**config.mk**
```make
export PLATFORM = sky130hd
export DESIGN_NAME = adcpk_ctrl
export DESIGN_NICKNAME = d
export VERILOG_FILES = /design/src/verilog/adcpk_pkg.sv /design/src/verilog/adcpk_ctrl.sv /design/src/verilog/adcpk_stats.sv
export VERILOG_INCLUDE_DIRS = /design/src /design/src/verilog
export SDC_FILE = /design/constraint.sdc
export NUM_CORES = 1
export LEC_CHECK = 0
export BUFFER_PORTS_ARGS = -buffer_cell sky130_fd_sc_hd__buf_2
export CAP_MARGIN = 20
export CORE_MARGIN = 2
export CORE_UTILIZATION = 55
export DETAILED_ROUTE_END_ITERATION = 8
export PLACE_DENSITY_LB_ADDON = 0.08
export SETUP_SLACK_MARGIN = 0.1
export SLEW_MARGIN = 25
export SYNTH_ARGS = -nofsm -noshare
export SYNTH_HDL_FRONTEND = slang
export SYNTH_HIERARCHICAL = 1
export SYNTH_SLANG_ARGS = --single-unit
```
**constraint.sdc**
```tcl
create_clock -name clk -period 2.3 [get_ports clk]
set_input_delay 0.345 -clock clk [delete_from_list [all_inputs] [get_ports clk]]
set_output_delay 0.345 -clock clk [all_outputs]
set_load 0.01 [all_outputs]
```
**src/verilog/adcpk_map.svh**
```systemverilog
// register offsets, field positions and reset values of the converter block
`ifndef ADCPK_MAP_SVH
`define ADCPK_MAP_SVH

// ----------------------------------------------------------------------
// register offsets
// ----------------------------------------------------------------------
`define ADCPK_OFS_SETUP      8'h1e
`define ADCPK_OFS_RES_HI     8'h1f
`define ADCPK_OFS_RES_LO     8'h20
`define ADCPK_OFS_ULIM_HI    8'h21
`define ADCPK_OFS_ULIM_LO    8'h22
`define ADCPK_OFS_WAIT       8'h26

// ----------------------------------------------------------------------
// field positions
// ----------------------------------------------------------------------
`define ADCPK_SETUP_EN_BIT   7
`define ADCPK_SETUP_REF_BIT  6
`define ADCPK_SETUP_CH_HI    5
`define ADCPK_SETUP_CH_LO    3
`define ADCPK_SETUP_CNT_HI   2
`define ADCPK_SETUP_CNT_LO   0
`define ADCPK_RES_BUSY_BIT   7
`define ADCPK_RES_VIEW_HI    4
`define ADCPK_RES_VIEW_LO    3
`define ADCPK_WAIT_ID_HI     5
`define ADCPK_WAIT_ID_LO     4

// ----------------------------------------------------------------------
// reset values
// ----------------------------------------------------------------------
`define ADCPK_RST_SETUP      8'h00
`define ADCPK_RST_VIEW       2'h0
`define ADCPK_RST_ULIM       11'h7ff
`define ADCPK_RST_WAIT       8'h00

// ----------------------------------------------------------------------
// view codes
// ----------------------------------------------------------------------
`define ADCPK_VIEW_LAST      2'h0
`define ADCPK_VIEW_AVG       2'h1
`define ADCPK_VIEW_MAX       2'h2
`define ADCPK_VIEW_MIN       2'h3

`endif

```
**src/verilog/adcpk_pkg.sv**
```systemverilog
// types shared by the converter control block
`default_nettype none
package adcpk_pkg;

  // ----------------------------------------------------------------------
  // control states
  // ----------------------------------------------------------------------
  typedef enum logic [2:0] {
    ADCPK_IDLE = 3'b001,
    ADCPK_REQ  = 3'b010,
    ADCPK_WAIT = 3'b100
  } adcpk_state_t;

  // ----------------------------------------------------------------------
  // carriers
  // ----------------------------------------------------------------------
  typedef struct packed {
    logic       vld;
    logic [9:0] data;
  } adcpk_sample_t;

  typedef struct packed {
    logic [9:0]  last;
    logic [9:0]  min;
    logic [9:0]  max;
    logic [17:0] sum;
  } adcpk_stats_t;

endpackage : adcpk_pkg
`default_nettype wire

```
**src/verilog/adcpk_ctrl.sv**
```systemverilog
// converter control, result registers and pack detection
//
// Behaviour
// - pack source current on above minimum system
// - source current level from wait register field
// - discharge cell when pack input too high
// - three-bit channel field routes converter input
// - sample count code selects one to 256
// - result bits binary weighted across two registers
// - single sample gives equal statistics
// - out-of-limit sample ends multi-sample cycle, interrupt
`include "adcpk_map.svh"
`default_nettype none
module adcpk_ctrl
  import adcpk_pkg::*;
(
  // clock and reset
  input  wire logic        clk,
  input  wire logic        rst_b,
  // register port behind the serial host link
  input  wire logic [7:0]  reg_addr,
  input  wire logic [7:0]  reg_wdata,
  input  wire logic        reg_wr,
  input  wire logic        reg_rd,
  output logic      [7:0]  reg_rdata,
  // lower limit held elsewhere
  input  wire logic [10:0] lower_limit,
  // converter core
  output logic      [2:0]  channel_select,
  output logic             ref_external,
  output logic             conv_start,
  input  wire logic        conv_done,
  input  wire logic [9:0]  conv_data,
  // host event
  output logic             limit_irq,
  // pack detection
  input  wire logic        min_system_sense,
  input  wire logic        pack_id_over,
  output logic             pack_id_current_en,
  output logic      [1:0]  pack_id_current_sel,
  output logic             cell_discharge_en
);

  // ----------------------------------------------------------------------
  // register decode
  // ----------------------------------------------------------------------
  wire logic hit_setup  = reg_addr == `ADCPK_OFS_SETUP;
  wire logic hit_res_hi = reg_addr == `ADCPK_OFS_RES_HI;
  wire logic hit_res_lo = reg_addr == `ADCPK_OFS_RES_LO;
  wire logic hit_ulim_h = reg_addr == `ADCPK_OFS_ULIM_HI;
  wire logic hit_ulim_l = reg_addr == `ADCPK_OFS_ULIM_LO;
  wire logic hit_wait   = reg_addr == `ADCPK_OFS_WAIT;

  logic [7:0]   setup_r;
  logic [1:0]   view_r;
  logic [10:0]  ulim_r;
  logic [7:0]   wait_r;
  logic [10:0]  result_r;
  logic [7:0]   rdata_r;
  logic         irq_r;
  logic         disch_r;
  logic         src_en_r;
  logic [8:0]   count_r;
  logic [8:0]   count_nxt;
  adcpk_state_t state_r;
  adcpk_state_t state_nxt;

  wire logic busy    = state_r != ADCPK_IDLE;
  wire logic en_now  = setup_r[`ADCPK_SETUP_EN_BIT];
  wire logic en_wr   = reg_wr && hit_setup &&
                       reg_wdata[`ADCPK_SETUP_EN_BIT];
  // a fresh cycle needs the enable taken from low to high
  wire logic start   = en_wr && !en_now && !busy;
  wire logic view_wr = reg_wr && hit_res_hi && !busy;

  // ----------------------------------------------------------------------
  // sample count decode
  // ----------------------------------------------------------------------
  wire logic [2:0] cnt_code = setup_r[`ADCPK_SETUP_CNT_HI:
                                      `ADCPK_SETUP_CNT_LO];
  logic [8:0] target;
  logic [3:0] avg_shift;
  always_comb begin
    case (cnt_code)
      3'h0:    begin target = 9'h001; avg_shift = 4'h0; end
      3'h1:    begin target = 9'h004; avg_shift = 4'h2; end
      3'h2:    begin target = 9'h008; avg_shift = 4'h3; end
      3'h3:    begin target = 9'h010; avg_shift = 4'h4; end
      3'h4:    begin target = 9'h020; avg_shift = 4'h5; end
      3'h5:    begin target = 9'h040; avg_shift = 4'h6; end
      3'h6:    begin target = 9'h080; avg_shift = 4'h7; end
      default: begin target = 9'h100; avg_shift = 4'h8; end
    endcase
  end

  // ----------------------------------------------------------------------
  // statistics
  // ----------------------------------------------------------------------
  adcpk_sample_t smp;
  adcpk_stats_t  stats;
  assign smp.vld  = (state_r == ADCPK_WAIT) && conv_done;
  assign smp.data = conv_data;

  adcpk_stats u_stats (
    .clk   (clk),
    .rst_b (rst_b),
    .clear (start),
    .smp   (smp),
    .stats (stats)
  );

  wire logic multi    = target != 9'h001;
  wire logic out_lim  = ({1'b0, conv_data} > ulim_r) ||
                        ({1'b0, conv_data} < lower_limit);
  wire logic lim_stop = smp.vld && multi && out_lim;
  wire logic last_smp = smp.vld && (count_r + 9'h001 == target);

  wire logic [17:0] avg_full = stats.sum >> avg_shift;
  logic [10:0] view_val;
  always_comb begin
    case (view_r)
      `ADCPK_VIEW_LAST: view_val = {1'b0, stats.last};
      `ADCPK_VIEW_AVG:  view_val = avg_full[10:0];
      `ADCPK_VIEW_MAX:  view_val = {1'b0, stats.max};
      default:          view_val = {1'b0, stats.min};
    endcase
  end

  // ----------------------------------------------------------------------
  // cycle sequencer
  // ----------------------------------------------------------------------
  always_comb begin
    state_nxt = state_r;
    count_nxt = count_r;
    case (state_r)
      ADCPK_IDLE: begin
        count_nxt = 9'h000;
        if (start) begin
          state_nxt = ADCPK_REQ;
        end
      end
      ADCPK_REQ: begin
        state_nxt = ADCPK_WAIT;
      end
      ADCPK_WAIT: begin
        if (smp.vld) begin
          count_nxt = count_r + 9'h001;
          if (last_smp || lim_stop) begin
            state_nxt = ADCPK_IDLE;
          end else begin
            state_nxt = ADCPK_REQ;
          end
        end
      end
      default: begin
        state_nxt = ADCPK_IDLE;
      end
    endcase
  end

  always_ff @(posedge clk or negedge rst_b) begin
    if (!rst_b) begin
      state_r <= ADCPK_IDLE;
      count_r <= 9'h000;
    end else begin
      state_r <= state_nxt;
      count_r <= count_nxt;
    end
  end

  // ----------------------------------------------------------------------
  // register writes
  // ----------------------------------------------------------------------
  always_ff @(posedge clk or negedge rst_b) begin
    if (!rst_b) begin
      setup_r <= `ADCPK_RST_SETUP;
      view_r  <= `ADCPK_RST_VIEW;
      ulim_r  <= `ADCPK_RST_ULIM;
      wait_r  <= `ADCPK_RST_WAIT;
    end else begin
      if (reg_wr && hit_setup) begin
        setup_r <= reg_wdata;
      end
      if (view_wr) begin
        view_r <= reg_wdata[`ADCPK_RES_VIEW_HI:`ADCPK_RES_VIEW_LO];
      end
      if (reg_wr && hit_ulim_h) begin
        ulim_r[10:8] <= reg_wdata[2:0];
      end
      if (reg_wr && hit_ulim_l) begin
        ulim_r[7:0] <= reg_wdata;
      end
      if (reg_wr && hit_wait) begin
        wait_r <= reg_wdata;
      end
    end
  end

  // ----------------------------------------------------------------------
  // result, read data and outputs
  // ----------------------------------------------------------------------
  wire logic [7:0] res_hi = {busy, 2'b00, view_r, result_r[10:8]};
  wire logic [7:0] rd_mux =
      hit_setup  ? setup_r :
      hit_res_hi ? res_hi :
      hit_res_lo ? result_r[7:0] :
      hit_ulim_h ? {5'h00, ulim_r[10:8]} :
      hit_ulim_l ? ulim_r[7:0] :
      hit_wait   ? wait_r : 8'h00;

  always_ff @(posedge clk or negedge rst_b) begin
    if (!rst_b) begin
      result_r <= 11'h000;
      rdata_r  <= 8'h00;
      irq_r    <= 1'b0;
      disch_r  <= 1'b0;
      src_en_r <= 1'b0;
    end else begin
      if (!busy) begin
        result_r <= view_val;
      end
      if (reg_rd) begin
        rdata_r <= rd_mux;
      end
      irq_r    <= lim_stop;
      disch_r  <= pack_id_over;
      src_en_r <= min_system_sense;
    end
  end

  assign reg_rdata           = rdata_r;
  assign limit_irq           = irq_r;
  assign conv_start          = state_r == ADCPK_REQ;
  assign channel_select      = setup_r[`ADCPK_SETUP_CH_HI:
                                       `ADCPK_SETUP_CH_LO];
  assign ref_external        = setup_r[`ADCPK_SETUP_REF_BIT];
  assign pack_id_current_en  = src_en_r;
  assign pack_id_current_sel = wait_r[`ADCPK_WAIT_ID_HI:
                                      `ADCPK_WAIT_ID_LO];
  assign cell_discharge_en   = disch_r;

endmodule : adcpk_ctrl
`default_nettype wire

```
**src/verilog/adcpk_stats.sv**
```systemverilog
// running last, minimum, maximum and sum of one conversion cycle
`default_nettype none
module adcpk_stats
  import adcpk_pkg::*;
(
  // clock and reset
  input  wire logic          clk,
  input  wire logic          rst_b,
  // control
  input  wire logic          clear,
  input  wire adcpk_sample_t smp,
  // result
  output adcpk_stats_t       stats
);

  logic         first_r;
  adcpk_stats_t st_r;
  adcpk_stats_t st_nxt;

  // ----------------------------------------------------------------------
  // accumulate
  // ----------------------------------------------------------------------
  // first sample loads every figure, so one sample gives equal values
  assign st_nxt.last = smp.data;
  assign st_nxt.min  = (first_r || smp.data < st_r.min) ?
                       smp.data : st_r.min;
  assign st_nxt.max  = (first_r || smp.data > st_r.max) ?
                       smp.data : st_r.max;
  assign st_nxt.sum  = first_r ? {8'h00, smp.data} :
                       st_r.sum + {8'h00, smp.data};

  always_ff @(posedge clk or negedge rst_b) begin
    if (!rst_b) begin
      first_r <= 1'b1;
      st_r    <= '0;
    end else if (clear) begin
      first_r <= 1'b1;
    end else if (smp.vld) begin
      first_r <= 1'b0;
      st_r    <= st_nxt;
    end
  end

  assign stats = st_r;

endmodule : adcpk_stats
`default_nettype wire

```
Word level (Yosys, flattened, before mapping)
Cells that the tools add are included.
{ "totals": {"regBits": 112, "inputBits": 44, "output_inout_bits": 18, "wordCells": 93} }
{ "classes": {"add_sub_neg": 2, "order_cmp": 4, "eq_ne": 22, "shift": 1, "n_mux": 18, "bitwise_logic": 1, "n_reduce_logical": 28} }
{ "ops": {"columns": ["operator", "count"], "rows": [
  ["9-bit one-hot mux with 7 select lines", 1],
  ["8-bit 2-to-1 mux", 6],
  ["11-bit one-hot mux with 3 select lines", 1],
  ["8-bit by 6-bit equality test with 1-bit output (second input constant)", 4],
  ["4-bit one-hot mux with 7 select lines", 1],
  ["18-bit by 10-bit adder with 18-bit output", 1],
  ["18-bit 2-to-1 mux", 1],
  ["9-bit one-hot mux with 2 select lines", 1],
  ["18-bit by 4-bit right shift with 11-bit output", 1],
  ["8-bit by 5-bit equality test with 1-bit output (second input constant)", 2],
  ["1-bit logical AND", 13],
  ["3-bit equality test (second input constant)", 4],
  ["10-bit by 11-bit > comparator with 1-bit output", 1],
  ["10-bit by 11-bit less-than comparator with 1-bit output", 1],
  ["10-bit > comparator", 1],
  ["10-bit less-than comparator", 1],
  ["9-bit by 1-bit adder with 9-bit output (second input constant)", 1],
  ["3-bit by 2-bit equality test with 1-bit output (second input constant)", 3],
  ["9-bit equality test", 1],
  ["9-bit 2-to-1 mux", 1],
  ["9-bit by 1-bit != test with 1-bit output (second input constant)", 1],
  ["3-bit one-hot mux with 3 select lines", 1],
  ["3-bit by 1-bit equality test with 1-bit output (second input constant)", 2],
  ["3-bit 2-to-1 mux", 2],
  ["14 further kinds", 24]
]} }

Longest topological paths before layout
{ "depth": {"word_depth": 9, "mapped_depth": 11, "ltp_nobuf": 9} }

Cells and area by module
The synthesis kept the hierarchy.
{ "by_module_without_submodules": {"columns": ["module", "n_inst", "cells_per_inst", "area_each_um2", "seq_area_each_um2"], "rows": [
  ["adcpk_ctrl", 1, 464, 4465.5, 1591.5],
  ["adcpk_stats", 1, 310, 3030.4, 1227.4]
]} }

Worst setup path before layout
No wires, ideal clock.
{ "synth_path": {"kind": "input port to flip-flop", "from": "input reg_addr[2]", "to": "register u_stats.st_r, in the netlist u_stats/stats[15]", "setup_ns": 0.137, "t_arrival_ns": 2.512, "t_required_ns": 2.163, "slack_ns": -0.349, "cell_stages": 11, "n_path_buf": 2, "path_cell_list": "buf_4 -> nand4b_2 -> nor4b_4 -> nand2_2 -> nor4b_4 -> nand2b_4 -> clkbuf_1 -> nor3b_1 -> o21ai_0 -> xor2_1 -> o21ai_0"} }
{ "synth_via": {"elab_chain_len": 7} }
{ "synth_rtl": {"columns": ["item", "line", "text"], "rows": [
  ["start: declaration", "adcpk_ctrl.sv:21", "input wire logic [7:0] reg_addr,"],
  ["8-bit by 5-bit equality test with 1-bit output (no source line)", null, null],
  ["1-bit logical AND (2 in a row)", "adcpk_ctrl.sv:70", "wire logic en_wr = reg_wr && hit_setup &&"],
  ["1-bit logical AND (2 in a row)", "adcpk_ctrl.sv:73", "wire logic start = en_wr && !en_now && !busy;"],
  ["net start", "adcpk_ctrl.sv:73", null],
  ["1-bit NOT (no source line)", null, null],
  ["2-bit AND reduction (no source line)", null, null],
  ["end signal: assignment", "adcpk_stats.sv:40", "st_r <= st_nxt;"],
  ["end: declaration", "adcpk_stats.sv:17", "adcpk_stats_t st_r;"]
]} }
The timed path passes the listed nets, and every way through them passes these cells.
A chain may end at the register's enable or synchronous reset.

Final worst setup path
{ "layout_path": {"from": "register ulim_r[2]", "to": "register state_r[1]"} }
{ "layout_via": {"elab_chain_len": 7} }
{ "layout_rtl": {"columns": ["item", "line", "text"], "rows": [
  ["start: declaration", "adcpk_ctrl.sv:56", "logic [10:0] ulim_r;"],
  ["start signal: assignment", "adcpk_ctrl.sv:178", "ulim_r <= `ADCPK_RST_ULIM;"],
  ["start signal: assignment", "adcpk_ctrl.sv:191", "ulim_r[7:0] <= reg_wdata;"],
  ["10-bit by 11-bit > comparator with 1-bit output", "adcpk_ctrl.sv:113", "wire logic out_lim = ({1'b0, conv_data} > ulim_r) ||"],
  ["1-bit logical OR", "adcpk_ctrl.sv:113", null],
  ["1-bit logical AND", "adcpk_ctrl.sv:115", "wire logic lim_stop = smp.vld && multi && out_lim;"],
  ["1-bit logical OR", "adcpk_ctrl.sv:148", "if (last_smp || lim_stop) begin"],
  ["2-bit 2-to-1 mux", "adcpk_ctrl.sv:148", null],
  ["3-bit 2-to-1 mux", "adcpk_ctrl.sv:146", "if (smp.vld) begin"],
  ["3-bit one-hot mux with 3 select lines", "adcpk_ctrl.sv:135", "case (state_r)"],
  ["end signal: assignment", "adcpk_ctrl.sv:166", "state_r <= state_nxt;"],
  ["end: declaration", "adcpk_ctrl.sv:65", "adcpk_state_t state_r;"]
]} }
Every way passes these cells. The select of a mux whose other input is x is not followed.

==> reports/qor.tcl <==
set qor(htree_levels) 3
set qor(core_region_area_sq_um) 13300
set qor(final_standard_cell_area_without_fillers_sq_um) 9568
set qor(ys_top_cells_by_area) {dfrtp_1 (33%), ha_1 (8.8%), mux2_2 (7.7%), o21ai_0 (5.1%), nand2_1 (4.8%)}
set qor(die_width_microns) 120.7
set qor(report.final.setup_viol) 6
set qor(violations) {negative setup slack}
set qor(most-common-layout-cells) {dfrtp_1 (98), buf_4 (98), nand2_1 (95)}
set qor(boundaryPins) 62
set qor(detailedRoute.firstIterationViolations) 491
set qor(routed_via_count) 6798
set qor(drt-total-wl_microns) 22450
set qor(layout_setup_ws_ns) -0.09922
set qor(powerDensity_nw_per_um2) 508.3
set qor(remaining_drc_errors) 0
set qor(die_y_microns) 120.7
set qor(synth_warnings) 6
set qor(worst_setup_path_startpoint) {ulim_r[2]}
set qor(r2r-start) {ulim_r[2]}
set qor(ant_nets) 0
set qor(critical_path_type) {register to register}
set qor(tritoncts) {built}
set qor(asyncSetResetFlopFracSynth_pct) 100.0
set qor(buffer_ports.inserted) 61
set qor(place_area_sq_um) 8592
set qor(peakVddDrop_uv) 367.2
set qor(initial_core_util_pct) 56.38
set qor(synthesis.nets) 872
set qor(worst_pin_slew_ns) 0.7564
set qor(setup.worst_path.end_class) {register}
set qor(worst_setup_path_start_kind) {register}
set qor(syn-mean-instance-area_sq_um) 9.685
set qor(nets) 1024
set qor(synth_sequential_area_ratio_pct) 37.61
set qor(power_leakage_nw) 4.322
set qor(timing.max_slew.rel_slack_pct) 49.39
set qor(fmaxAchievable_mhz) 416.8
set qor(timing.hold.worst.start) {min_system_sense}
set qor(total_of_flip_flops_plus_latches_after_synthesis) 112
set qor(hold_violations) 0
set qor(first_pass_iteration_count_of_the_detailed_router) 5
set qor(final.min_clock_period_ns) 2.399
set qor(utilization_pct) 71.97
set qor(route.detailed.wl_per_inst_microns) 20.28
set qor(via_per_inst) 6.141
set qor(grt_setup_unrepaired) {true}
set qor(dp_hpwl_microns) 16180
set qor(netlist.area_leader.share_pct) 33.05
set qor(path_max_fanout) 3
set qor(clockRootBuffer) {clkbuf_16}
set qor(synth_area_sq_um) 7496
set qor(timing.hold.worst.class) {input port to register}
set qor(layout-drive-gt1-share_pct) 37.92
set qor(grt-ovfl-total) 0
set qor(clk_latency_ns) 0.38
set qor(die_area_sq_um) 14580
set qor(num_antenna_cells) 0
set qor(cts.clk_slew.worst_paths_ns) 0.08
set qor(synth_ff_type) {dfrtp_1}
set qor(fin_setup_tns_ns) -0.2173
set qor(synth_cell_type_count) 81
set qor(grt_max_degree) 52
set qor(status) {finished, violations left}
set qor(synth_cells) 774
set qor(drv_cap) 0
set qor(rows) 42
set qor(number_of_antenna_violations_at_the_first_check_in_global_routing) 0
set qor(area_growth_pct) 27.64
set qor(first_global_vias) 6837
set qor(worst_ep_required_time_ns) 2.61
set qor(synth_largest_area_cell) {dfrtp_1}
set qor(grt_util_all_layers_pct) 31.66
set qor(critical_path_arrival_ns) 2.71
set qor(cts_buffers) 9
set qor(finalCritPeriodShare_pct) 104.3
set qor(final-max-slew-violation-count) 0
set qor(count_of_flip_flops_with_a_built_in_enable_after_synthesis) 0
set qor(finalClockSkew_ns) 0.01311
set qor(clock_path_buffers) 2
set qor(clock-sinks) 112
set qor(routabilityCongestion) 0.8988
set qor(wire_length_of_the_first_global_routing_pass_microns) 35710
## area by class of cell
cell class / count / area (sq um)
multi-input cells: 583 / 4816
fillers: 975 / 3727
flip-flops and latches: 112 / 2820
repair buffers: 172 / 1227
clock buffers: 9 / 225.2
well taps: 176 / 220.2
inverters: 48 / 185.2
clock inverters: 7 / 73.82
## power by group
group | switching (W) | internal (W)
Combinational | 0.000555 | 0.000498
Sequential | 0.000103 | 0.00207
Clock | 0.000856 | 0.000783
## synthesized netlist by cell type, drive strengths merged, types with 2 or more instances
library cell / instances
mux4: 12
nor4: 2
o22ai: 8
dfrtp: 99
mux2: 51
buf: 12
o211ai: 12
nand4: 6
xnor2: 10
a21boi: 2
nand4b: 2
or3b: 2
xor2: 3
nor2: 45
a21oi: 28
a31o: 2
nor4b: 4
a211oi: 11
inv: 48
o21ai: 79
nand2b: 5
a21o: 9
a22oi: 7
nor2b: 9
nor3: 13
dfstp: 13
and3: 14
nand2: 97
nand3: 17
ha: 53
mux2i: 18
nor3b: 4
clkbuf: 20
a31oi: 12
o21bai: 5
or3: 7
and4: 3
o31ai: 3
a222oi: 6
a221oi: 3
## final timing paths
check	to	slack, ns	cells past startpoint
worst max-delay path	state_r[1]	-0.1	10
worst min register to register	u_stats/stats[40]	0.49	2
worst min-delay path	pack_id_current_en	0.07	1
min in group asynchronous	count_r[4]	0.44	2
max in group asynchronous	ulim_r[5]	1.11	3
worst max register to register	state_r[1]	-0.1	10
## metal layers
metal,part of all wire [%],vias up,wire length [microns],GRT usage [%]
met5,0,-,0,0
met1,43,3379,9595,41.35
met2,49,235,11010,53.00
li1,-,3134,-,-
met4,3.3,0,751,12.94
met3,4.9,50,1093,4.481
## flip-flops by register name (all words and copies together) (netlist names)
register            flops
limit_irq               1
u_stats/stats          48
ulim_r                 11
count_r                 9
view_r                  2
pack_id_current_en      1
wait_r                  8
u_stats/first_r         1
result_r               11
state_r                 3
cell_discharge_en       1
setup_r                 8
reg_rdata               8
## critical path, stage by stage, from the launching register on
cell       delay, ns
dfstp_2         0.55
inv_2           0.05
ha_4            0.22
a21oi_2         0.14
a21oi_2         0.08
a2111oi_2       0.29
buf_4           0.17
o21ai_2         0.05
a221o_1         0.37
a31oi_2         0.20
o221a_2         0.24
## through the flow
stage	total power (W)	cells	hold WS, ns	setup WS, ns
global route	0.005061	1107	0.06540	-0.1956
global placement	0.003059	1066	0.2966	-0.3518
finish	0.004863	1107	0.07219	-0.09922
detailed placement	0.003097	1066	0.2956	-0.3208
floorplan	0.002689	774	0.04941	-0.2693
CTS	0.004817	1098	0.06722	-0.06226
## what timing repair did
item / 4_1_cts / 5_1_grt
resized for setup: 88 / 42
endpoints found under the hold margin: 22 / 0
buffers inserted: 14 / 9
pin swaps: 30 / 19
hold buffers: 1 / 0
setup endpoints to repair: 42 / 49
cloned: 1 / 0
## logic make-up (layout without fill, tap and decap cells)
group / Yosys count / after routing / synth area share, %
DFF: 112 / 112 / 37.61
and+or+nand+nor: 236 / 236 / 16.04
adders and majority gates: 55 / 55 / 9.247
xor gates and xnor gates: 14 / 14 / 1.819
AOI/OAI and AO/OA: 196 / 197 / 17.01
buffers and inverters: 80 / 236 / 4.607
muxes: 81 / 81 / 13.67
No activity file was read; power rests on OpenSTA's default activity.
